### config.mk
export PLATFORM = sky130hd
export DESIGN_NAME = pus_sequencer
export DESIGN_NICKNAME = d
export VERILOG_FILES = /design/src/hdl/pus_sync.sv /design/src/hdl/pus_sequencer.sv
export SDC_FILE = /design/constraint.sdc
export NUM_CORES = 1
export LEC_CHECK = 0
export BUFFER_PORTS_ARGS = -buffer_cell sky130_fd_sc_hd__buf_4
export CAP_MARGIN = 15
export CORE_MARGIN = 5
export CORE_UTILIZATION = 40
export CTS_BUF_LIST = sky130_fd_sc_hd__clkbuf_4 sky130_fd_sc_hd__clkbuf_8 sky130_fd_sc_hd__clkbuf_16
export DETAILED_ROUTE_END_ITERATION = 10
export GPL_ROUTABILITY_DRIVEN = 0
export PLACE_DENSITY = 0.64
export SYNTH_ARGS = -nofsm -noshare
export SYNTH_HDL_FRONTEND = slang
export SYNTH_SLANG_ARGS = --single-unit
export TNS_END_PERCENT = 1
### constraint.sdc
create_clock -name mclk -period 4.1 [get_ports mclk]
set_input_delay 0.41 -clock mclk [delete_from_list [all_inputs] [get_ports mclk]]
set_output_delay 0.41 -clock mclk [all_outputs]
set_load 0.02 [all_outputs]
### src/hdl/pus_sync.sv
// Constants for the power-up sequencer and the two-flop input synchroniser.
// How it works
// RL1: DAC reference starts only after the synchronised bandgap-good level is seen.
// RL2: Core rail regulator starts only after the DAC reference is stable.
// RL3: Core supply reset releases once the core rail is in range.
// RL4: Charge pump starts after core supply reset release with high-voltage rail good.
// RL5: PLL starts once the reference clock is stable and I/O supplies are present.
// RL6: Host holds the external reset pin low until the PLL has locked.
// RL7: Host configures only after release, I/O ready delay and reset pin high.
// RL8: Pre-driver regulator enable is off after reset, set only by serial write.
// RL9: Pre-driver regulator never runs unless the charge pump is running; the code keeps it on for one cycle after the charge pump stops.
// RL10: Boost control starts only after host enables the microcores.
// RL11: With microcores running, actuation follows the trigger input levels.
// RL12: Inputs sampled and outputs driven only with I/O and logic supplies present.
// RL13: Any supply order reaches a correct state; stages fall back when supplies drop.
// RL14: Host asserts the external reset before removing supplies, never mid-actuation.
// RL15: Combined reset is AND of core reset, reset pin and serial request.
// RL16: Serial interface is inactive while combined reset is asserted.
// RL17: Host enables each channel's microcores through that channel's enable register.
// RL18: I/O ready delay is a programmable cycle count from core reset release.
// RL19: Status shows reference stable, core reset released, charge pump, PLL locked.
`timescale 1ns/1ns
`default_nettype none

package pus_pkg;
    // Sequencer states, Gray coded along the power-up path.
    typedef enum logic [1:0]
    {
        PUS_ST_BANDGAP = 2'h0,
        PUS_ST_DACREF = 2'h1,
        PUS_ST_CORE = 2'h3,
        PUS_ST_RUN = 2'h2
    } pus_state_type;
    localparam int PUS_NUM_CHANNELS = 2;
    localparam int PUS_NUM_TRIGGERS = 6;
    localparam int PUS_DELAY_WIDTH = 16;
    localparam int PUS_SYNC_STAGES = 2;
    localparam int PUS_CLK_MHZ = 10;
endpackage

module pus_sync
#(
    parameter int WIDTH = 1
)
(
    // Clock and reset.
    input wire logic mclk,
    input wire logic reset_n,
    // Asynchronous levels in, synchronised levels out.
    input wire logic [WIDTH-1:0] async_in,
    output logic [WIDTH-1:0] sync_out
);
    // ==========================================================================
    // Two flops per bit; the first stage feeds only the second.
    genvar gi;
    generate
        if (WIDTH < 1)
        begin : g_bad
            $error("pus_sync WIDTH must be at least 1.");
        end
        for (gi = 0; gi < WIDTH; gi++)
        begin : g_bit
            logic meta_ff;
            logic stable_ff;
            always_ff @(posedge mclk or negedge reset_n)
            begin
                if (!reset_n)
                begin
                    meta_ff <= 1'h0;
                    stable_ff <= 1'h0;
                end
                else
                begin
                    meta_ff <= async_in[gi];
                    stable_ff <= meta_ff;
                end
            end
            assign sync_out[gi] = stable_ff;
        end
    endgenerate
endmodule

`default_nettype wire

### src/hdl/pus_sequencer.sv
// Power-up and power-down sequencer with reset combination and actuation gating.
`timescale 1ns/1ns
`default_nettype none

module pus_sequencer
#(
    parameter int NUM_CHANNELS = pus_pkg::PUS_NUM_CHANNELS,
    parameter int NUM_TRIGGERS = pus_pkg::PUS_NUM_TRIGGERS,
    parameter int DELAY_WIDTH = pus_pkg::PUS_DELAY_WIDTH
)
(
    // Clock and reset.
    input wire logic mclk,
    input wire logic reset_n,
    // Analog monitor levels, asynchronous.
    input wire logic bandgap_ok,
    input wire logic dac_reference_ok,
    input wire logic core_rail_ok,
    input wire logic high_voltage_rail_ok,
    input wire logic io_rail_ok,
    input wire logic logic_supply_ok,
    input wire logic ref_clk_stable,
    input wire logic pll_locked,
    input wire logic external_predriver_supply,
    // Host pins, asynchronous.
    input wire logic external_reset_n_pin,
    input wire logic [NUM_TRIGGERS-1:0] actuation_trigger_inputs,
    // Serial interface side, same clock.
    input wire logic serial_reset_request_n,
    input wire logic predriver_wr_stb,
    input wire logic predriver_wr_data,
    input wire logic [NUM_CHANNELS-1:0] microcore_enable,
    input wire logic [DELAY_WIDTH-1:0] io_ready_cycles,
    // Regulator and block enables.
    output logic dac_reference_enable,
    output logic core_rail_enable,
    output logic core_supply_reset_n,
    output logic charge_pump_enable,
    output logic pll_enable,
    output logic predriver_rail_enable,
    output logic boost_enable,
    output logic io_enable,
    // Resets and readiness.
    output logic combined_reset_n,
    output logic serial_active,
    output logic io_ready,
    // Actuation.
    output logic [NUM_TRIGGERS-1:0] actuation_start,
    // Stage status.
    output logic status_ref_stable,
    output logic status_por_released,
    output logic status_cp_running,
    output logic status_pll_locked
);
    // ==========================================================================
    // Elaboration checks.
    generate
        if (NUM_CHANNELS < 1 || NUM_TRIGGERS < 1 || DELAY_WIDTH < 1)
        begin : g_bad
            $error("pus_sequencer parameters must all be at least 1.");
        end
    endgenerate

    // ==========================================================================
    // Input synchronisers.
    localparam int NSYNC = 10 + NUM_TRIGGERS;
    logic [NSYNC-1:0] raw_in;
    logic [NSYNC-1:0] syn_in;
    logic s_bg;
    logic s_dac;
    logic s_core;
    logic s_hv;
    logic s_io;
    logic s_logic;
    logic s_refclk;
    logic s_lock;
    logic s_extsup;
    logic s_ext_rst_n;
    logic [NUM_TRIGGERS-1:0] s_trig;

    assign raw_in = {actuation_trigger_inputs, external_reset_n_pin, external_predriver_supply, pll_locked,
                     ref_clk_stable, logic_supply_ok, io_rail_ok, high_voltage_rail_ok, core_rail_ok,
                     dac_reference_ok, bandgap_ok};

    pus_sync #(.WIDTH(NSYNC)) u_sync
    (
        .mclk(mclk),
        .reset_n(reset_n),
        .async_in(raw_in),
        .sync_out(syn_in)
    );

    assign {s_trig, s_ext_rst_n, s_extsup, s_lock, s_refclk, s_logic, s_io, s_hv, s_core, s_dac, s_bg} = syn_in;

    // ==========================================================================
    // State.
    typedef struct packed
    {
        pus_pkg::pus_state_type state;
        logic dac_en;
        logic core_en;
        logic por_rel;
        logic [DELAY_WIDTH-1:0] cnt;
        logic io_rdy;
        logic io_ok;
        logic cp_on;
        logic pll_on;
        logic pll_lk;
        logic comb_n;
        logic pdrv_flag;
        logic pdrv_on;
        logic boost_on;
        logic [NUM_TRIGGERS-1:0] act;
    } pus_regs_type;

    pus_regs_type st_ff;
    pus_regs_type nxt_st;

    always_comb
    begin
        nxt_st = st_ff;
        // RL13 supply fallback
        unique case (st_ff.state)
            // RL1 bandgap before reference
            pus_pkg::PUS_ST_BANDGAP:
            begin
                if (s_bg)
                    nxt_st.state = pus_pkg::PUS_ST_DACREF;
            end
            // RL2 reference before core
            pus_pkg::PUS_ST_DACREF:
            begin
                if (s_dac)
                    nxt_st.state = pus_pkg::PUS_ST_CORE;
            end
            // RL3 core rail releases reset
            pus_pkg::PUS_ST_CORE:
            begin
                if (!s_dac)
                    nxt_st.state = pus_pkg::PUS_ST_DACREF;
                else if (s_core)
                    nxt_st.state = pus_pkg::PUS_ST_RUN;
            end
            pus_pkg::PUS_ST_RUN:
            begin
                if (!s_dac)
                    nxt_st.state = pus_pkg::PUS_ST_DACREF;
                else if (!s_core)
                    nxt_st.state = pus_pkg::PUS_ST_CORE;
            end
        endcase
        if (!s_bg)
            nxt_st.state = pus_pkg::PUS_ST_BANDGAP;
        nxt_st.dac_en = nxt_st.state != pus_pkg::PUS_ST_BANDGAP;
        nxt_st.core_en = nxt_st.state == pus_pkg::PUS_ST_CORE || nxt_st.state == pus_pkg::PUS_ST_RUN;
        nxt_st.por_rel = nxt_st.state == pus_pkg::PUS_ST_RUN;

        // RL18 io ready delay
        if (!st_ff.por_rel)
        begin
            nxt_st.cnt = '0;
            nxt_st.io_rdy = 1'h0;
        end
        else if (!st_ff.io_rdy)
        begin
            if (st_ff.cnt == io_ready_cycles)
                nxt_st.io_rdy = 1'h1;
            else
                nxt_st.cnt = st_ff.cnt + 1'h1;
        end

        // RL12 io supplies gate pins
        nxt_st.io_ok = s_io && s_logic;
        // RL4 charge pump start
        nxt_st.cp_on = st_ff.por_rel && s_hv;
        // RL5 pll start
        nxt_st.pll_on = st_ff.io_ok && s_refclk;
        nxt_st.pll_lk = st_ff.pll_on && s_lock;
        // RL15 combined reset
        nxt_st.comb_n = st_ff.por_rel && s_ext_rst_n && serial_reset_request_n;

        // RL8 serial enable flag
        if (!st_ff.comb_n)
            nxt_st.pdrv_flag = 1'h0;
        else if (predriver_wr_stb)
            nxt_st.pdrv_flag = predriver_wr_data;
        // RL9 needs charge pump
        nxt_st.pdrv_on = st_ff.pdrv_flag && st_ff.cp_on && st_ff.comb_n;
        // RL10 boost after microcores
        nxt_st.boost_on = st_ff.comb_n && (|microcore_enable);
        // RL11 trigger driven actuation
        nxt_st.act = (st_ff.comb_n && st_ff.io_ok && (|microcore_enable)) ? s_trig : '0;
    end

    always_ff @(posedge mclk or negedge reset_n)
    begin
        if (!reset_n)
            st_ff <= '0;
        else
            st_ff <= nxt_st;
    end

    // ==========================================================================
    // Outputs.
    assign dac_reference_enable = st_ff.dac_en;
    assign core_rail_enable = st_ff.core_en;
    assign core_supply_reset_n = st_ff.por_rel;
    assign charge_pump_enable = st_ff.cp_on;
    assign pll_enable = st_ff.pll_on;
    // External supply status is reported via the pin; the regulator does not fight it.
    assign predriver_rail_enable = st_ff.pdrv_on && !s_extsup;
    assign boost_enable = st_ff.boost_on;
    assign io_enable = st_ff.io_ok;
    assign combined_reset_n = st_ff.comb_n;
    // RL16 serial inactive in reset
    assign serial_active = st_ff.comb_n;
    assign io_ready = st_ff.io_rdy;
    assign actuation_start = st_ff.act;
    // RL19 stage status
    assign status_ref_stable = st_ff.core_en;
    assign status_por_released = st_ff.por_rel;
    assign status_cp_running = st_ff.cp_on;
    assign status_pll_locked = st_ff.pll_lk;
endmodule

`default_nettype wire

==> impl.org, run 1 <==
** STA
- Final hold viol count :: 0
- Setup repair after global routing left no endpoint under its margin.
- Worst-Margin Slew :: 0.8097 ns
- Post-route clock skew :: ~0.0071 ns
- In this run the tightest slew margin relative to its limit is about 46%.
- The smallest clock period supported by the final layout is computed as 2.171 ns.
- Setup TNS after final layout :: 0 ns
- The final critical path takes up 52.96% of the cycle.
- Smallest setup slack after layout :: 1.929 ns
- Final Setup Violations :: 0
- Peak Freq :: 0.4605 GHz
- The number of max-slew violations in the final report came to 0.

** Worst setup path
- Worst Path Class, Setup :: register to register
- The worst register-to-register path begins at st_ff[26].
- STA classifies the critical path endpoint as a register.
- Category of the worst setup path launch point :: register
- Launch point of the worst path :: st_ff[26]
- Endpoint arrival time on the critical path :: 2.38 ns
- Of all nets on the critical path, the largest fanout is 19.
- Worst EP required :: ~4.3 ns

** Outcome
- Run status :: complete, no violations

** Global route
- Number of antenna violations at the first check in global routing :: 0
- For this run, the total global-route usage over all layers was measured as approximately 12%.
- Maximum number of pins on one net before global-route repair :: 69
- Global routing finished with a remaining overflow of 0.
- First-pass GRT wire length :: about 8 mm
- Vias in the first global route :: around 1700

** Flow run
- Max cap viols :: 0

** Logic synthesis
- Mapped Nets :: around 240
- After synthesis, the mean cell area works out to between 10 and 15 µm².
- In this run, distinct cell masters in the synthesized netlist total 32.
- Gate Count Post-Synth :: between 150 and 200
- After synthesis the cells add up to roughly 0.0026 mm².
- After synthesis, flip-flops and latches occupy around two thirds of the total area.
- In this run, synthesis produced a sequential element count of 68.
- Synth warnings :: 0

** Clocking
- Num Clock Sinks :: between 60 and 70
- TritonCTS Buffers :: 9
- The H-tree generated during clock tree synthesis spans 3 levels.
- Once the clock tree was built, the setup fixing pass inserted 0 buffers.
- Cts-stage hold buffer count :: 0
- Clock slew seen by the registers of the worst setup and hold paths :: 0.07 ns
- CTS tree :: yes
- The number of gates resized after CTS was 0.
- Clock latency at the later pin of the worst-skew pair :: 0.34 ns
- The cell sitting at the root of the clock tree is a clkbuf_8.
- No sink is reached through more buffers than the 2 on the longest clock path.

** Power
- Leakage dissipation :: 1.515 nW
- Combinational cell fraction of total power :: under 10%
- IR analysis of the VDD net gives a maximum drop of roughly 0.18 mV.
- Net load switching power :: about 0.28 mW
- Cell internal power was estimated by the tool at 0.9582 mW.
- Net switching fraction of the power :: 22.57%
- Dividing total power by cell area gives a power density of just under 400 mW/mm².
- Share of power burned in registers :: between 50% and 60%
- Clock Power Share :: 38.7%

** Detailed routing
- Ratio of routed vias to standard cells :: just under 5
- The first routing iteration left 78 violations.
- Detailed Route WL :: 4.696 mm
- The first detailed-routing pass took 4 iterations.
- Vias after detailed routing :: between 1500 and 2000
- Once detail routing completed, the nets flagged for antenna violations numbered 0.
- For this run, design rule violations remaining after detail routing come to 0.
- Wirelength per Cell :: ~14 µm

** Floorplan
- The die is a little over 90 µm wide.
- The total area inside the core boundary comes to approximately 0.0063 mm².
- The floorplan step defined a die boundary enclosing 0.008212 mm².
- Row generation in the floorplan step produced 29 rows.
- The initial utilization of the core area, before any placement, comes to just over 40%.
- For this design the top-level I/O count stands at 60.
- In this run the vertical extent of the chip is 90.62 µm.

** Cells and area
- Measured on the finished design, the core utilization comes to between 50% and 60%.
- Final nets :: 295
- Leaving out filler cells and counting taps, the final layout contains around 340.
- Of the cells placed in the final design, the portion with a size suffix greater than 1 is 32.31%.
- The repair_antennas step left the layout with diodes totalling 0.
- Synthesis-to-layout area growth :: 23.44%

** Place
- Detailed-placement wirelength estimate :: between 3 and 4 mm
- Number of instances in the placed design :: 320
- Worst slack at placement :: 1.469 ns
- Count of input and output buffers :: 59

** Hold path
- Worst min path class :: input port to async pin
## metal layers
| metal | track usage (%) | wire length (µm) | vias to the layer above |
|---|---|---|---|
| li1 | - | - | 803 |
| met1 | 16.39 | 2124 | 784 |
| met2 | 17.13 | 2130 | 48 |
| met3 | 4.667 | 312 | 13 |
| met4 | 8.065 | 129 | 0 |
| met5 | 0 | 0 | - |
## flip-flops by register name, summed over array words and instances (netlist names), 6 cells and up
name,count
actuation_start,6
u_sync.g_bit.meta_ff,16
u_sync.g_bit.stable_ff,16
st_ff,20
## cell usage after synthesis
cell       n  area, µm²
and3_1    14      87.58
or3_1     10      62.56
xor2_1     1      8.760
nand3_1   10      50.05
o31ai_1    4      30.03
nand4_1    5      31.28
o211a_1    2      20.02
a31oi_1    1      6.260
a21oi_2    5      43.79
inv_1      4      15.01
mux2i_1    2      20.02
nor2_1     1      3.750
or4_1      4      30.03
buf_6      1      11.26
nor2b_1    2      12.51
nor4_1     2      12.51
buf_12     1      20.02
o41ai_4    1      27.53
o21a_1     1      7.510
nand2_1    6      22.52
o21ai_2    2      17.52
o21ai_1    5      25.02
buf_4     10      75.07
o21ai_0    3      15.01
dfrtp_1   68       1702
a21oi_1    8      40.04
clkbuf_1   2      7.510
buf_2      1      5.000
xnor2_1   16      140.1
and2_1     5      31.28
ha_1       1      12.51
nand2b_1   1      6.260
## worst paths after layout
kind,to,slack (ns),cells after the start
setup / recovery,st_ff[22],1.93,6
hold / removal,u_sync.g_bit[6].meta_ff,0.16,1
setup reg to reg,st_ff[22],1.93,6
hold reg to reg,u_sync.g_bit[10].stable_ff,0.35,0
max in group asynchronous,u_sync.g_bit[10].meta_ff,3.41,1
min in group mclk,u_sync.g_bit[5].meta_ff,0.18,1
## final cells by class
cell class / count / area, µm²
Fill cell: 566 / 3141
Sequential cell: 68 / 1702
Multi-Input combinational cell: 112 / 764.5
Timing Repair Buffer: 60 / 454.2
Clock buffer: 11 / 138.9
Tap cell: 77 / 96.34
Clock inverter: 5 / 38.79
Inverter: 4 / 15.01
## power by group through the flow
stage | Combinational (mW) | Clock (mW) | Sequential [mW]
3_5_place_dp | 0.0636 | 0 | 0.710
4_1_cts | 0.0639 | 0.500 | 0.697
5_1_grt | 0.0689 | 0.536 | 0.699
3_3_place_gp | 0.0631 | 0 | 0.709
2_1_floorplan | 0.0135 | 0 | 0.711
6_report | 0.0616 | 0.479 | 0.696
## worst max-delay path: stages (launching register included)
cell,delay (ns)
dfrtp_1,0.45
xnor2_1,0.18
nand4_1,0.23
o41ai_4,0.72
buf_6,0.26
or3_1,0.14
a21oi_2,0.05
## cells in the final DEF (no fill, tap or decap), types with 5 or more instances in the layout
cell      instances
nand4_1           5
a21oi_2           5
nand3_1          10
buf_4            59
o21ai_1           5
or3_1            10
xnor2_1          16
a21oi_1           8
nand2_1           6
dfrtp_1          68
clkbuf_8          9
and2_1            5
and3_1           14
## metrics by stage
step	power [mW]	hold WS [ns]	instance area (µm²)
floorplan	0.7241	0.1144	2600
CTS	1.261	0.1520	3198
global placement	0.7722	0.3323	3020
detailed placement	0.7732	0.3347	3020
global route	1.303	0.1453	3209
finish	1.237	0.1579	3209
## logic make-up after synthesis
group                      after synthesis  synth area share (%)
muxes                                    2                0.7700
buffers and inverters                   19                 5.149
adders and majority gates                1                0.4812
xor gates and xnor gates                17                 5.727
DFF                                     68                 65.45
and+or+nand+nor                         60                 13.47
AOI/OAI and AO/OA                       32                 8.951
No activity file was read; power rests on OpenSTA's default activity.
==> run 2: changes to the inputs <==
Clock period 4.1 ns to 2.2 ns, I/O delays scaled along.
==> run 2 against run 1 <==
Compared with the run above:
- worst setup slack lost 1.6 ns
- clock power grew 87%
- core utilization grew 2.8 points
- sequential share of layout area shrank 2.8 points
- worst hold slack lost 0.023 ns
- critical path type unchanged
- largest cell class unchanged
- largest power group unchanged
==> impl.org, run 2 (synthesis gave the netlist of run 1 again) <==
** Outcome
- Run status :: complete, no violations

** Hold path
- Worst min path class :: input port to register

** Clocking
- The cell sitting at the root of the clock tree is a clkbuf_8.
- Max Buffers Root-to-Sink :: 2 (unchanged)
- Clock latency at the later pin of the worst-skew pair :: 0.34 ns (about the same)
- CTS HTree Levels :: 3 (unchanged)
- The number of setup buffers added after CTS is 0 (unchanged).
- The count of hold buffers inserted by post-cts repair is 17 (+17).
- TritonCTS built the clock tree.
- Num Clock Sinks :: 68 (unchanged)
- Post-CTS resize count :: 0 (unchanged)
- Clock slew seen by the registers of the worst setup and hold paths :: 0.07 ns (about the same)
- TritonCTS Buffers :: 9 (unchanged)

** Detailed routing
- The count of nets left with antenna violations after detail routing is 0 (unchanged).
- Ratio of routed vias to standard cells :: 4.834 (-1.1%)
- Remaining DRCs :: 0 (unchanged)
- The first-iteration detailed-routing DRC count was 64 (-18%).
- The average routed wire per standard cell came to 13.56 µm (-2.7%).
- Total iterations of the first detailed-routing run :: 4 (unchanged)
- The total wirelength of the detailed-routed design was 4.826 mm (+2.8%).
- The total via count after detailed routing was 1721 (+4.4%).

** Worst setup path
- The worst setup path is captured at a register.
- The maximum net fanout on the critical path was 13 (-6).
- The worst path required time is 2.46 ns (-1.85 ns).
- Worst Path Class, Setup :: register to register
- Endpoint arrival time on the critical path :: 2.14 ns (-0.24 ns)
- Category of the worst setup path launch point :: register

** STA
- The final total negative setup slack came to 0 ns (unchanged).
- Final Setup Violations :: 0 (unchanged)
- The setup skew after layout was 0.007690 ns (+0.0005902 ns).
- The portion of the clock cycle consumed by the worst path in the final layout is 85.65% (+33 points).
- Final hold viol count :: 0 (unchanged)
- Worst slew slack as a fraction of its limit :: 44.54% (-1.5 points)
- The slew at the pin closest to its max-slew limit came to 0.8320 ns (+0.02228 ns).
- Max Transition Viols Final :: 0 (unchanged)
- Unrepaired setup endpoints after global routing :: false
- The maximum frequency from static timing analysis came to 0.5307 GHz (+15%).
- Post-route minimum period :: 1.884 ns (-0.2871 ns)

** Cells and area
- The number of nets in the layout was 314 (+6.4%).
- Reg with most FFs :: st_ff
- The final instance count without filler cells is 356 (+5.6%).
- The library cell used most frequently in the layout, excluding fill and tap cells, is dfrtp_1.
- Leading cell types in the layout, fill and taps excluded :: dfrtp_1 (68), buf_4 (62), dlygate4sd3_1 (17)
- The proportion of layout cells with a drive suffix above 1 was 30.82% (-1.5 points).
- The largest registers in the layout are st_ff x20, u_sync.g_bit.meta_ff x16, u_sync.g_bit.stable_ff x16.
- Flip-flop count of the largest register after layout :: 20 (unchanged)
- Fraction of the core area covered by cells at the end of the flow :: 53.38% (+2.8 points)
- Compared with the post-synthesis result, the final layout area differs by 30.37%.
- The number of antenna repair diodes was 0 (unchanged).

** Place
- The number of buffers inserted by port buffering came to 59 (unchanged).
- The number of instances in the placed design was 323 (+0.94%).
- Detailed-placement wirelength estimate :: 3.318 mm (+1.4%)

** Floorplan
- Floorplan core area :: 0.006350 mm² (unchanged)
- Die height :: 90.62 µm (unchanged)
- Starting utilization of the core area :: 40.95% (unchanged)
- Total Die Area :: 0.008212 mm² (unchanged)
- Die Wd :: 90.62 µm (unchanged)
- Count of boundary I/O pins :: 60 (unchanged)
- Row count :: 29 (unchanged)

** Global route
- The pin count of the biggest net entering global routing is 69 (unchanged).
- The first-pass GRT wire length was 8.376 mm (+4.3%).
- All-Layer GR Usage :: 12.93% (+0.44 points)
- The aggregate global routing overflow was 0 (unchanged).
- Number of antenna violations at the first check in global routing :: 0 (unchanged)
- Vias in the first global route :: 1754 (+6.0%)

** Power
- Power density of the placed cells :: 689.4 mW/mm² (+79%)
- The peak ir drop on the vdd network is 0.4172 mV (+130%).
- The reported leakage power was 1.594 nW (+5.2%).
- Total Power :: 2.337 mW (+89%)

** Flow run
- The reported max-cap violation count was 0 (unchanged).
[run 2: layer usage]
layer	vias up	wire length (µm)	global-route usage, %
li1	847	-	-
met1	820	2349	17.52
met2	44	2102	17.37
met3	10	260	4.250
met4	0	113	8.685
met5	-	0	0
[run 2: worst paths after layout]
kind,startpoint,endpoint,slack (ns),depth (start not counted)
worst max-delay path,st_ff[20],st_ff[23],0.32,6
worst min-delay path,serial_reset_request_n,combined_reset_n,0.13,2
worst max register to register,st_ff[20],st_ff[23],0.32,6
worst min register to register,u_sync.g_bit[11].meta_ff,u_sync.g_bit[11].stable_ff,0.35,0
max in group asynchronous,reset_n,u_sync.g_bit[2].meta_ff,1.13,2
min in group asynchronous,reset_n,u_sync.g_bit[4].meta_ff,0.52,2
[run 2: critical path, stage by stage, from the launching register on]
cell and delay, ns:
dfrtp_1 0.51, xnor2_1 0.19, nand4_1 0.18, o41ai_4 0.09
buf_4 0.18, or4_1 0.50, a21oi_1 0.16
[run 2: through the flow]
stage | setup WS (ns) | cell area, µm² | hold slack [ns]
3_3_place_gp | 0.3351 | 3043 | 0.3300
6_report | 0.3157 | 3390 | 0.1346
2_1_floorplan | 0.3406 | 2600 | -0.07559
5_1_grt | 0.2084 | 3390 | 0.1211
4_1_cts | 0.3187 | 3390 | 0.1102
3_5_place_dp | 0.3328 | 3043 | 0.3303
[run 2: report_power, final]
group	internal [mW]	leakage, nW	switching (mW)
Combinational	0.0826	0.636	0.0583
Clock	0.413	0.0896	0.484
Sequential	1.28	0.868	0.0131
Total	1.78	1.59	0.556
[run 2: final cells by class]
cell class / count / area [µm²]
clock buffer: 9 / 123.9
clock inverter: 7 / 52.55
fill: 561 / 2960
inverter: 4 / 15.01
multi-input combinational: 112 / 764.5
sequential: 68 / 1702
tap: 77 / 96.34
timing repair buffer: 79 / 635.6
